[src/sram_host_map.vh]
/*
  Constants for the asynchronous static RAM host controller: timing figures
  of the RAM, cycle counts derived from the 10 MHz clock, and bus widths.
  Assumes it is included by bare name into the controller, its checker and
  its bench, so that all three share one set of counts.
*/
`ifndef SRAM_HOST_MAP_VH
`define SRAM_HOST_MAP_VH

// ***************************************************
// clock and widths
// ***************************************************
`define CLK_PERIOD_NS      100
`define ADDR_W             17
`define DATA_W             8

// ***************************************************
// memory timing, in its own unit
// ***************************************************
`define POWER_UP_WAIT_US   100
`define WRITE_CYCLE_NS     10
`define WRITE_PULSE_NS     7
`define DATA_SETUP_NS      6
`define FLOAT_DELAY_NS     5
`define READ_CYCLE_NS      10
`define ADDR_TO_DATA_NS    10

// ***************************************************
// derived cycle counts (least times round up, never below one)
// ***************************************************
`define CEIL_CYC(t)  ((((t) + `CLK_PERIOD_NS - 1) / `CLK_PERIOD_NS) < 1 ? 1 : \
                      (((t) + `CLK_PERIOD_NS - 1) / `CLK_PERIOD_NS))
`define POWER_UP_CYC  (((`POWER_UP_WAIT_US * 1000) + `CLK_PERIOD_NS - 1) / \
                       `CLK_PERIOD_NS)
`define STROBE_CYC    `CEIL_CYC(`WRITE_PULSE_NS + `FLOAT_DELAY_NS + \
                                `DATA_SETUP_NS)
`define READ_CYC      `CEIL_CYC(`ADDR_TO_DATA_NS + `READ_CYCLE_NS)
`define CNT_W         16
`define CNT_ZERO      16'h0000
`define CNT_ONE       16'h0001
`define ADDR_RST      17'h00000
`define DATA_RST      8'h00

`endif

[src/sram_host.v]
/*
  Host-side controller for an asynchronous 128K x 8 static RAM. Takes one
  read or write request at a time on a start/done handshake and drives the
  RAM's selects, strobes, address and two-way data lines.
  Assumes a 10 MHz clock, request inputs synchronous to it, and that the
  RAM supply is at its typical level when reset is released.
*/
`timescale 1ns/1ps
`include "sram_host_map.vh"

module sram_host (
  input  wire               mclk_i,
  input  wire               rst_i,
  input  wire               start_i,
  input  wire               write_i,
  input  wire [`ADDR_W-1:0] addr_i,
  input  wire [`DATA_W-1:0] wdata_i,
  output reg                ready_o,
  output reg                done_o,
  output reg  [`DATA_W-1:0] rdata_o,
  output reg  [`ADDR_W-1:0] address_lines_o,
  output reg                select_low_active_n_o,
  output reg                select_high_active_o,
  output reg                out_enable_n_o,
  output reg                write_strobe_n_o,
  input  wire [`DATA_W-1:0] data_lines_i,
  output reg  [`DATA_W-1:0] data_lines_o,
  output reg                data_lines_oe_o
);

  // ***************************************************
  // states
  // ***************************************************
  localparam [2:0] ST_POWER  = 3'h0;
  localparam [2:0] ST_IDLE   = 3'h1;
  localparam [2:0] ST_WSEL   = 3'h2;
  localparam [2:0] ST_WSTRB  = 3'h3;
  localparam [2:0] ST_WEND   = 3'h4;
  localparam [2:0] ST_RSEL   = 3'h5;
  localparam [2:0] ST_RDONE  = 3'h6;

  // ***************************************************
  // state and next values
  // ***************************************************
  reg [2:0]         state_q;
  reg [2:0]         state_d;
  reg [`CNT_W-1:0]  cnt_q;
  reg [`CNT_W-1:0]  cnt_d;
  reg               ready_d;
  reg               done_d;
  reg [`DATA_W-1:0] rdata_d;
  reg [`ADDR_W-1:0] addr_d;
  reg               sel_n_d;
  reg               sel_d;
  reg               oe_n_d;
  reg               we_n_d;
  reg [`DATA_W-1:0] dout_d;
  reg               doe_d;

  // ***************************************************
  // counter helpers
  // ***************************************************
  // count value on the last period of an interval of n periods
  function [`CNT_W-1:0] load_cnt;
    input integer n;
    begin
      load_cnt = n[`CNT_W-1:0] - `CNT_ONE;
    end
  endfunction

  // true on the last period, so an interval is n whole periods
  function cnt_hit;
    input [`CNT_W-1:0] cnt;
    input integer      n;
    begin
      cnt_hit = (cnt == load_cnt(n));
    end
  endfunction

  // one period on, kept to the counter width
  function [`CNT_W-1:0] cnt_step;
    input [`CNT_W-1:0] cnt;
    begin
      cnt_step = cnt + `CNT_ONE;
    end
  endfunction

  // ***************************************************
  // sequencer, next values
  // ***************************************************
  // write: selects first with the strobe high, strobe low one edge later
  // with data already driven, strobe rises alone to end the write, then
  // deselect. output enable stays high so the RAM never drives in a write.
  always @* begin
    state_d = state_q;
    cnt_d   = cnt_q;
    ready_d = ready_o;
    done_d  = 1'b0;
    rdata_d = rdata_o;
    addr_d  = address_lines_o;
    sel_n_d = select_low_active_n_o;
    sel_d   = select_high_active_o;
    oe_n_d  = out_enable_n_o;
    we_n_d  = write_strobe_n_o;
    dout_d  = data_lines_o;
    doe_d   = data_lines_oe_o;
    case (state_q)
      ST_POWER: begin
        // RAM stays deselected until the supply has settled
        if (cnt_hit(cnt_q, `POWER_UP_CYC)) begin
          state_d = ST_IDLE;
          cnt_d   = `CNT_ZERO;
          ready_d = 1'b1;
        end else begin
          cnt_d = cnt_step(cnt_q);
        end
      end
      ST_IDLE: begin
        if (start_i) begin
          ready_d = 1'b0;
          addr_d  = addr_i;
          we_n_d  = 1'b1;
          oe_n_d  = 1'b1;
          cnt_d   = `CNT_ZERO;
          if (write_i) begin
            // drive only while outputs are disabled, selects not yet on
            dout_d  = wdata_i;
            doe_d   = 1'b1;
            state_d = ST_WSEL;
          end else begin
            // address and selects on the same edge: address not later
            sel_n_d = 1'b0;
            sel_d   = 1'b1;
            oe_n_d  = 1'b0;
            state_d = ST_RSEL;
          end
        end
      end
      ST_WSEL: begin
        // selects on with the strobe still high; outputs held off by oe
        sel_n_d = 1'b0;
        sel_d   = 1'b1;
        state_d = ST_WSTRB;
      end
      ST_WSTRB: begin
        if (write_strobe_n_o) begin
          // open the pulse one edge after the selects settled
          we_n_d = 1'b0;
        end else if (cnt_hit(cnt_q, `STROBE_CYC)) begin
          // strobe alone ends the write; data held past that edge
          we_n_d  = 1'b1;
          cnt_d   = `CNT_ZERO;
          state_d = ST_WEND;
        end else begin
          cnt_d = cnt_step(cnt_q);
        end
      end
      ST_WEND: begin
        // deselect one edge after the strobe, never on the same edge
        sel_n_d = 1'b1;
        sel_d   = 1'b0;
        doe_d   = 1'b0;
        done_d  = 1'b1;
        ready_d = 1'b1;
        state_d = ST_IDLE;
      end
      ST_RSEL: begin
        if (cnt_hit(cnt_q, `READ_CYC)) begin
          rdata_d = data_lines_i;
          state_d = ST_RDONE;
        end else begin
          cnt_d = cnt_step(cnt_q);
        end
      end
      ST_RDONE: begin
        // release outputs; a following write still waits one idle edge
        sel_n_d = 1'b1;
        sel_d   = 1'b0;
        oe_n_d  = 1'b1;
        done_d  = 1'b1;
        ready_d = 1'b1;
        state_d = ST_IDLE;
      end
      default: begin
        state_d = ST_IDLE;
      end
    endcase
  end

  // ***************************************************
  // registers
  // ***************************************************
  // every RAM pin comes from a flip-flop so no decode glitch reaches it
  always @(posedge mclk_i or posedge rst_i) begin
    if (rst_i) begin
      state_q               <= ST_POWER;
      cnt_q                 <= `CNT_ZERO;
      ready_o               <= 1'b0;
      done_o                <= 1'b0;
      rdata_o               <= `DATA_RST;
      address_lines_o       <= `ADDR_RST;
      select_low_active_n_o <= 1'b1;
      select_high_active_o  <= 1'b0;
      out_enable_n_o        <= 1'b1;
      write_strobe_n_o      <= 1'b1;
      data_lines_o          <= `DATA_RST;
      data_lines_oe_o       <= 1'b0;
    end else begin
      state_q               <= state_d;
      cnt_q                 <= cnt_d;
      ready_o               <= ready_d;
      done_o                <= done_d;
      rdata_o               <= rdata_d;
      address_lines_o       <= addr_d;
      select_low_active_n_o <= sel_n_d;
      select_high_active_o  <= sel_d;
      out_enable_n_o        <= oe_n_d;
      write_strobe_n_o      <= we_n_d;
      data_lines_o          <= dout_d;
      data_lines_oe_o       <= doe_d;
    end
  end

endmodule

[config.mk]
export PLATFORM = sky130hd
export DESIGN_NAME = sram_host
export DESIGN_NICKNAME = d
export VERILOG_FILES = /design/src/sram_host.v
export VERILOG_INCLUDE_DIRS = /design/src
export SDC_FILE = /design/constraint.sdc
export NUM_CORES = 1
export LEC_CHECK = 0
export BUFFER_PORTS_ARGS = -buffer_cell sky130_fd_sc_hd__buf_2
export CORE_ASPECT_RATIO = 1.5
export CORE_UTILIZATION = 40
export CTS_BUF_LIST = sky130_fd_sc_hd__clkbuf_8
export DETAILED_ROUTE_END_ITERATION = 6
export GPL_TIMING_DRIVEN = 1
export PLACE_DENSITY = 0.69
export RECOVER_POWER = 100
export SYNTH_ARGS = -nofsm -noshare
export SYNTH_HDL_FRONTEND = slang
export SYNTH_SLANG_ARGS = --single-unit
[constraint.sdc]
create_clock -name mclk_i -period 3.2 [get_ports mclk_i]
set_input_delay 0.32 -clock mclk_i [delete_from_list [all_inputs] [get_ports mclk_i]]
set_output_delay 0.32 -clock mclk_i [all_outputs]
set_load 0.005 [all_outputs]
== Word level (Yosys, flattened, before mapping) ==
Index checks and enable logic that the tools add are counted.
Word-level totals
  register bits after elaboration: 59
  input bits: 37
Cells by class
  add/subtract/negate cells: 1
  equal/unequal tests: 15
  multiplexer cells: 33
  reductions and logical operators: 19
Operator list (count)
  16-bit 2-to-1 mux: 5
  16-bit one-hot mux with 4 select lines: 1
  3-bit 2-to-1 mux: 6
  16-bit by 1-bit adder with 16-bit output, second input constant: 1
  16-bit by 10-bit == test with 1-bit output, second input constant: 1
  16-bit zero test: 1
  2-bit != test, second input constant: 8
  3-bit one-hot mux with 5 select lines: 1
  1-bit 2-to-1 mux: 14
  3-bit AND reduction: 4
  3-bit == test, second input constant: 3
  1-bit one-hot mux with 3 select lines: 3
  2-bit AND reduction: 4
  3-bit by 2-bit == test with 1-bit output, second input constant: 2
  1-bit one-hot mux with 2 select lines: 3
  2-bit nonzero test: 3
  3-bit nonzero test: 2
  5-bit AND reduction: 1
  4-bit AND reduction: 1
  4-bit nonzero test: 1
  3-bit by 1-bit == test with 1-bit output, second input constant: 1
  3-bit zero test: 1
  2-bit OR reduction: 1

== Longest topological paths before layout ==
  depth in word-level cells: 4
  gate-level depth with buffers: 8
  gate-level depth less buffers: 7

== Least setup slack after synthesis ==
No wires, ideal clock.
  path kind: register to register
  from: register cnt_q[3]
  to: register cnt_q[5]
  library setup time: 0.126 ns
  data arrival time: 2.177 ns
  slack: 0.897 ns
  cell stages (with the launch flop): 6
  buffers on the path: 0
  period minus slack after synthesis: 2.303 ns
  cells stage by stage: dfrtp_1 or4_1 or4_4 a32oi_4 nor3_4 a221o_1
Between the ends
  word-level cells in the longest chain between the ends: 4
  elaborated cells between the ends (all ways): 10
  classes of those cells: 1 x add/sub; 2 x eq/ne; 5 x mux; 2 x reduce/logical
RTL lines
  start: declaration: RTL line sram_host.v:47  | reg [`CNT_W-1:0] cnt_q;
  start signal: assignment: RTL line sram_host.v:197  | cnt_q <= `CNT_ZERO;
  start signal: assignment: RTL line sram_host.v:210  | cnt_q <= cnt_d;
  16-bit by 1-bit adder with 16-bit output (no source line) or 16-bit zero test (tied branches)
  16-bit 2-to-1 mux: RTL line sram_host.v:149  | end else if (cnt_hit(cnt_q, `STROBE_CYC)) begin
  16-bit 2-to-1 mux: RTL line sram_host.v:146  | if (write_strobe_n_o) begin
  16-bit one-hot mux with 4 select lines: RTL line sram_host.v:107  | case (state_q)
Several ways; a longest one is shown, not always the timed one. The select of a mux whose other input is x is not followed.
A chain may end at the register's enable or synchronous reset.

== Worst setup path in the final report ==
Ends and elaborated chain as after synthesis.

==> metrics.md <==
| Metric | Value |
|---|---|
| HP Class | `in2reg` |
| Max-slew headroom | `under 10%` |
| Remaining Overflow, GRT | `0` |
| CP top delay family | `simple AND/OR/NAND/NOR gates` |
| Worst-case clock skew | `just over 0.007 ns` |
| TritonCTS Sinks | `59` |
| Status | `finished clean` |
| Die height | `between 100 and 150 um` |
| Post-CTS setup buffer count | `0` |
| Final Net Count | `380` |
| I/O pin count | `77` |
| Pwr/cell area | `roughly 920 mW/mm2` |
| Die W | `70.2 um` |
| Critical Path Max Stage Delay | `between 0.6 and 0.7 ns` |
| Critical path class | `reg2reg` |
| Layout cells sized above 1 | `a little under a third` |
| Root Driver | `clkbuf_8` |
| Yosys warning count | `0` |
| Reg clk slew, reported paths | `0.07 ns` |
| Commonest non-fill, non-tap cell in the layout | `buf_2` |
| Clock insertion delay at the later pin of the skew report | `0.33 ns` |
| Leak pwr | `approximately 1.5 nW` |
| Synth cell types | `46` |
| Iteration-0 DRC Markers | `118` |
| Die area | `roughly 0.0073 mm2` |
| Vias | `approximately 2300` |
| Async S/R FF share, synth | `100%` |
| Largest net degree at the start of global routing | `35` |
| Syn Area/Cell | `10.6 um2` |
| Final setup fails | `0` |
| CP cell instances | `or4_1 -> or4_1 -> a32oi_4 -> nor3_1 -> a221o_1` |
| Final-report max-slew violation count | `0` |
| Gr busiest metal | `met2` |
| Hpwl dp | `4350 um` |
| TritonCTS clock tree | `built` |
| Initial antenna violation count | `0` |
| DRT Pass-1 Iters | `4` |
| Buf+Inv Stages, Crit Path | `0` |
| Routed Wire Length | `5950 um` |
| GR Layer Usage met3 | `under 10%` |
| Slowest library cell on the worst path | `or4_1` |
| CTS Buffer Depth | `2` |
| Inserted Clock Buffers | `9` |
| Post-Syn Area | `0.00279 mm2` |
| Ranking of synthesized cells by area | `dfrtp_1, mux2_2, nand2_1` |
| Vias in the first global route | `2217` |
| Cell area after layout | `between 0.003 and 0.004 mm2` |
| Fin crit share | `83.0%` |
| Row count | `36` |
| Startpoint Class | `register` |
| Final min period | `around 2.7 ns` |
| GR Util met1 | `18.3%` |
| Final Wtd Congestion | `0.856` |
| First-pass GRT wire length | `between 9000 and 10000 um` |
| Gate Count Post-Synth | `263` |
| Max Freq | `376 MHz` |
| H-tree levels | `3` |
| Port Buf Inserts | `76` |
| Most used cell, CP | `or4_1` |
| Sequential cell area fraction in the yosys report | `53.0%` |
| TNS Setup | `0 ns` |
| Count of flip-flops with a built-in enable after synthesis | `0` |
| DRC | `0` |
| Initial core utilization | `42.2%` |
| GRT Total Usage | `17.1%` |
| CP arrival | `2.87 ns` |
| Number of synthesized register bits | `a little under 60` |
| Maxcap violations | `0` |
| Hold_ws | `0.177 ns` |
| Synth Flop Type | `dfrtp_1` |
| Maximum vdd drop | `slightly below 300 uV` |
| RSZ-0062 raised after global routing | `false` |
| Synth area leader | `dfrtp_1` |
| Dpl cells | `around 410` |
| Total Power | `3.11 mW` |
| Area Overhead vs Synth | `21.0%` |
| Setup crit end kind | `register` |
| Worst path required time | `3.42 ns` |
| Post_cts resized | `0` |
| Synth top area share | `roughly 50%` |
| Final std cells w/o fill | `422` |
| Routed len/inst | `14.1 um` |
| Number of routed nets with antenna violations | `0` |
| N_diodes | `0` |
| Syn nets | `302` |
| Core Box Area | `approximately 0.0066 mm2` |
| Commonest non-fill, non-tap cells in the layout | `buf_2, dfrtp_1, nand2_1, mux2_2, nor2_1` |
| Placed standard-cell area | `approximately 0.0032 mm2` |
| Final-report hold violation count | `0` |
| Met2 Use GR | `a little under a third` |
| Worst Tran Pin Value | `roughly 1.4 ns` |
| Hold_buf cts | `0` |
| Vias per inst | `5.38` |
| Max FO, Critical Path | `10` |
[cell families (layout without fill, tap and decap cells)]
group / count (synthesis) / in the layout / share of synthesized area [%]
AOI/OAI and AO/OA: 47 / 47 / 12.5
xor gates and xnor gates: 6 / 6 / 1.88
adders and majority gates: 2 / 2 / 0.896
buffers and inverters: 20 / 103 / 3.18
DFF: 59 / 59 / 53.0
muxes: 26 / 26 / 10.5
and+or+nand+nor: 103 / 103 / 18.1
[report_power, final]
part	switching [mW]	internal [mW]	total, mW	leakage (nW)
clock network	0.301	0.324	0.625	0.0880
registers	0.224	1.06	1.28	0.714
logic	0.628	0.576	1.20	0.731
total	1.15	1.96	3.11	1.53
[path summary, 6_finish.rpt]
path,slack (ns),endpoint,depth (start not counted),startpoint
max reg2reg,0.54,cnt_q[5],5,cnt_q[3]
min reg2reg,0.46,rdata_o[0],2,rdata_o[0]
max,0.54,cnt_q[5],5,cnt_q[3]
min in group asynchronous,0.32,rdata_o[5],2,rst_i
max in group asynchronous,1.03,state_q[1],3,rst_i
min,0.18,rdata_o[0],3,data_lines_i[0]
[layer usage]
layer / vias to the layer above / wire length [um]
met4: 0 / 55
met3: 4 / 361
li1: 1106 / -
met1: 1084 / 2350
met2: 78 / 3180
met5: - / 0
[cell type report]
cell class | instances | area (um2)
sequential | 59 | 1480
inverter | 8 | 30.0
tap | 76 | 95.1
clock inverter | 5 | 36.3
multi-input combinational | 184 | 1210
clock buffer | 11 | 151
timing repair buffer | 79 | 380
fill | 606 | 3240
[flip-flops by register name, indices dropped and copies added (netlist names)]
register,cells
done_o,1
select_low_active_n_o,1
address_lines_o,17
state_q,3
cnt_q,16
data_lines_o,8
write_strobe_n_o,1
select_high_active_o,1
rdata_o,8
ready_o,1
data_lines_oe_o,1
out_enable_n_o,1
[Yosys cell counts, types with 2 or more instances]
cell type and n:
nand2_1 37, a22o_1 3, nand4_1 4, ha_1 2, dfstp_2 3, mux2_2 26
nor4_1 6, or2_2 3, o211ai_1 7, and3_1 2, nor4b_1 2, clkbuf_1 5
xor2_1 5, o2111ai_1 2, o2bb2ai_1 2, nand2b_1 2, nor2b_1 2, dfrtp_1 56
a21oi_1 9, o21ai_0 10, nand3_1 6, or4_1 2, a221o_1 4, nor2_1 24
buf_2 5, inv_1 8, nor3_1 6, o31ai_1 2
[metrics by stage]
stage,util (%),setup WS (ns)
final,51.1,0.543
after global routing,51.1,0.434
after CTS,51.7,0.690
after detailed placement,48.8,0.679
after global placement,48.8,0.744
after floorplan,-,0.897
[tightest hold or removal path: cells and delay by family]
| kind | cells | cell delay [ns] |
|---|---|---|
| simple gates | 2 | 0.09 |
| buf+inv | 1 | 0.07 |
(Power assumes the default switching activity.)
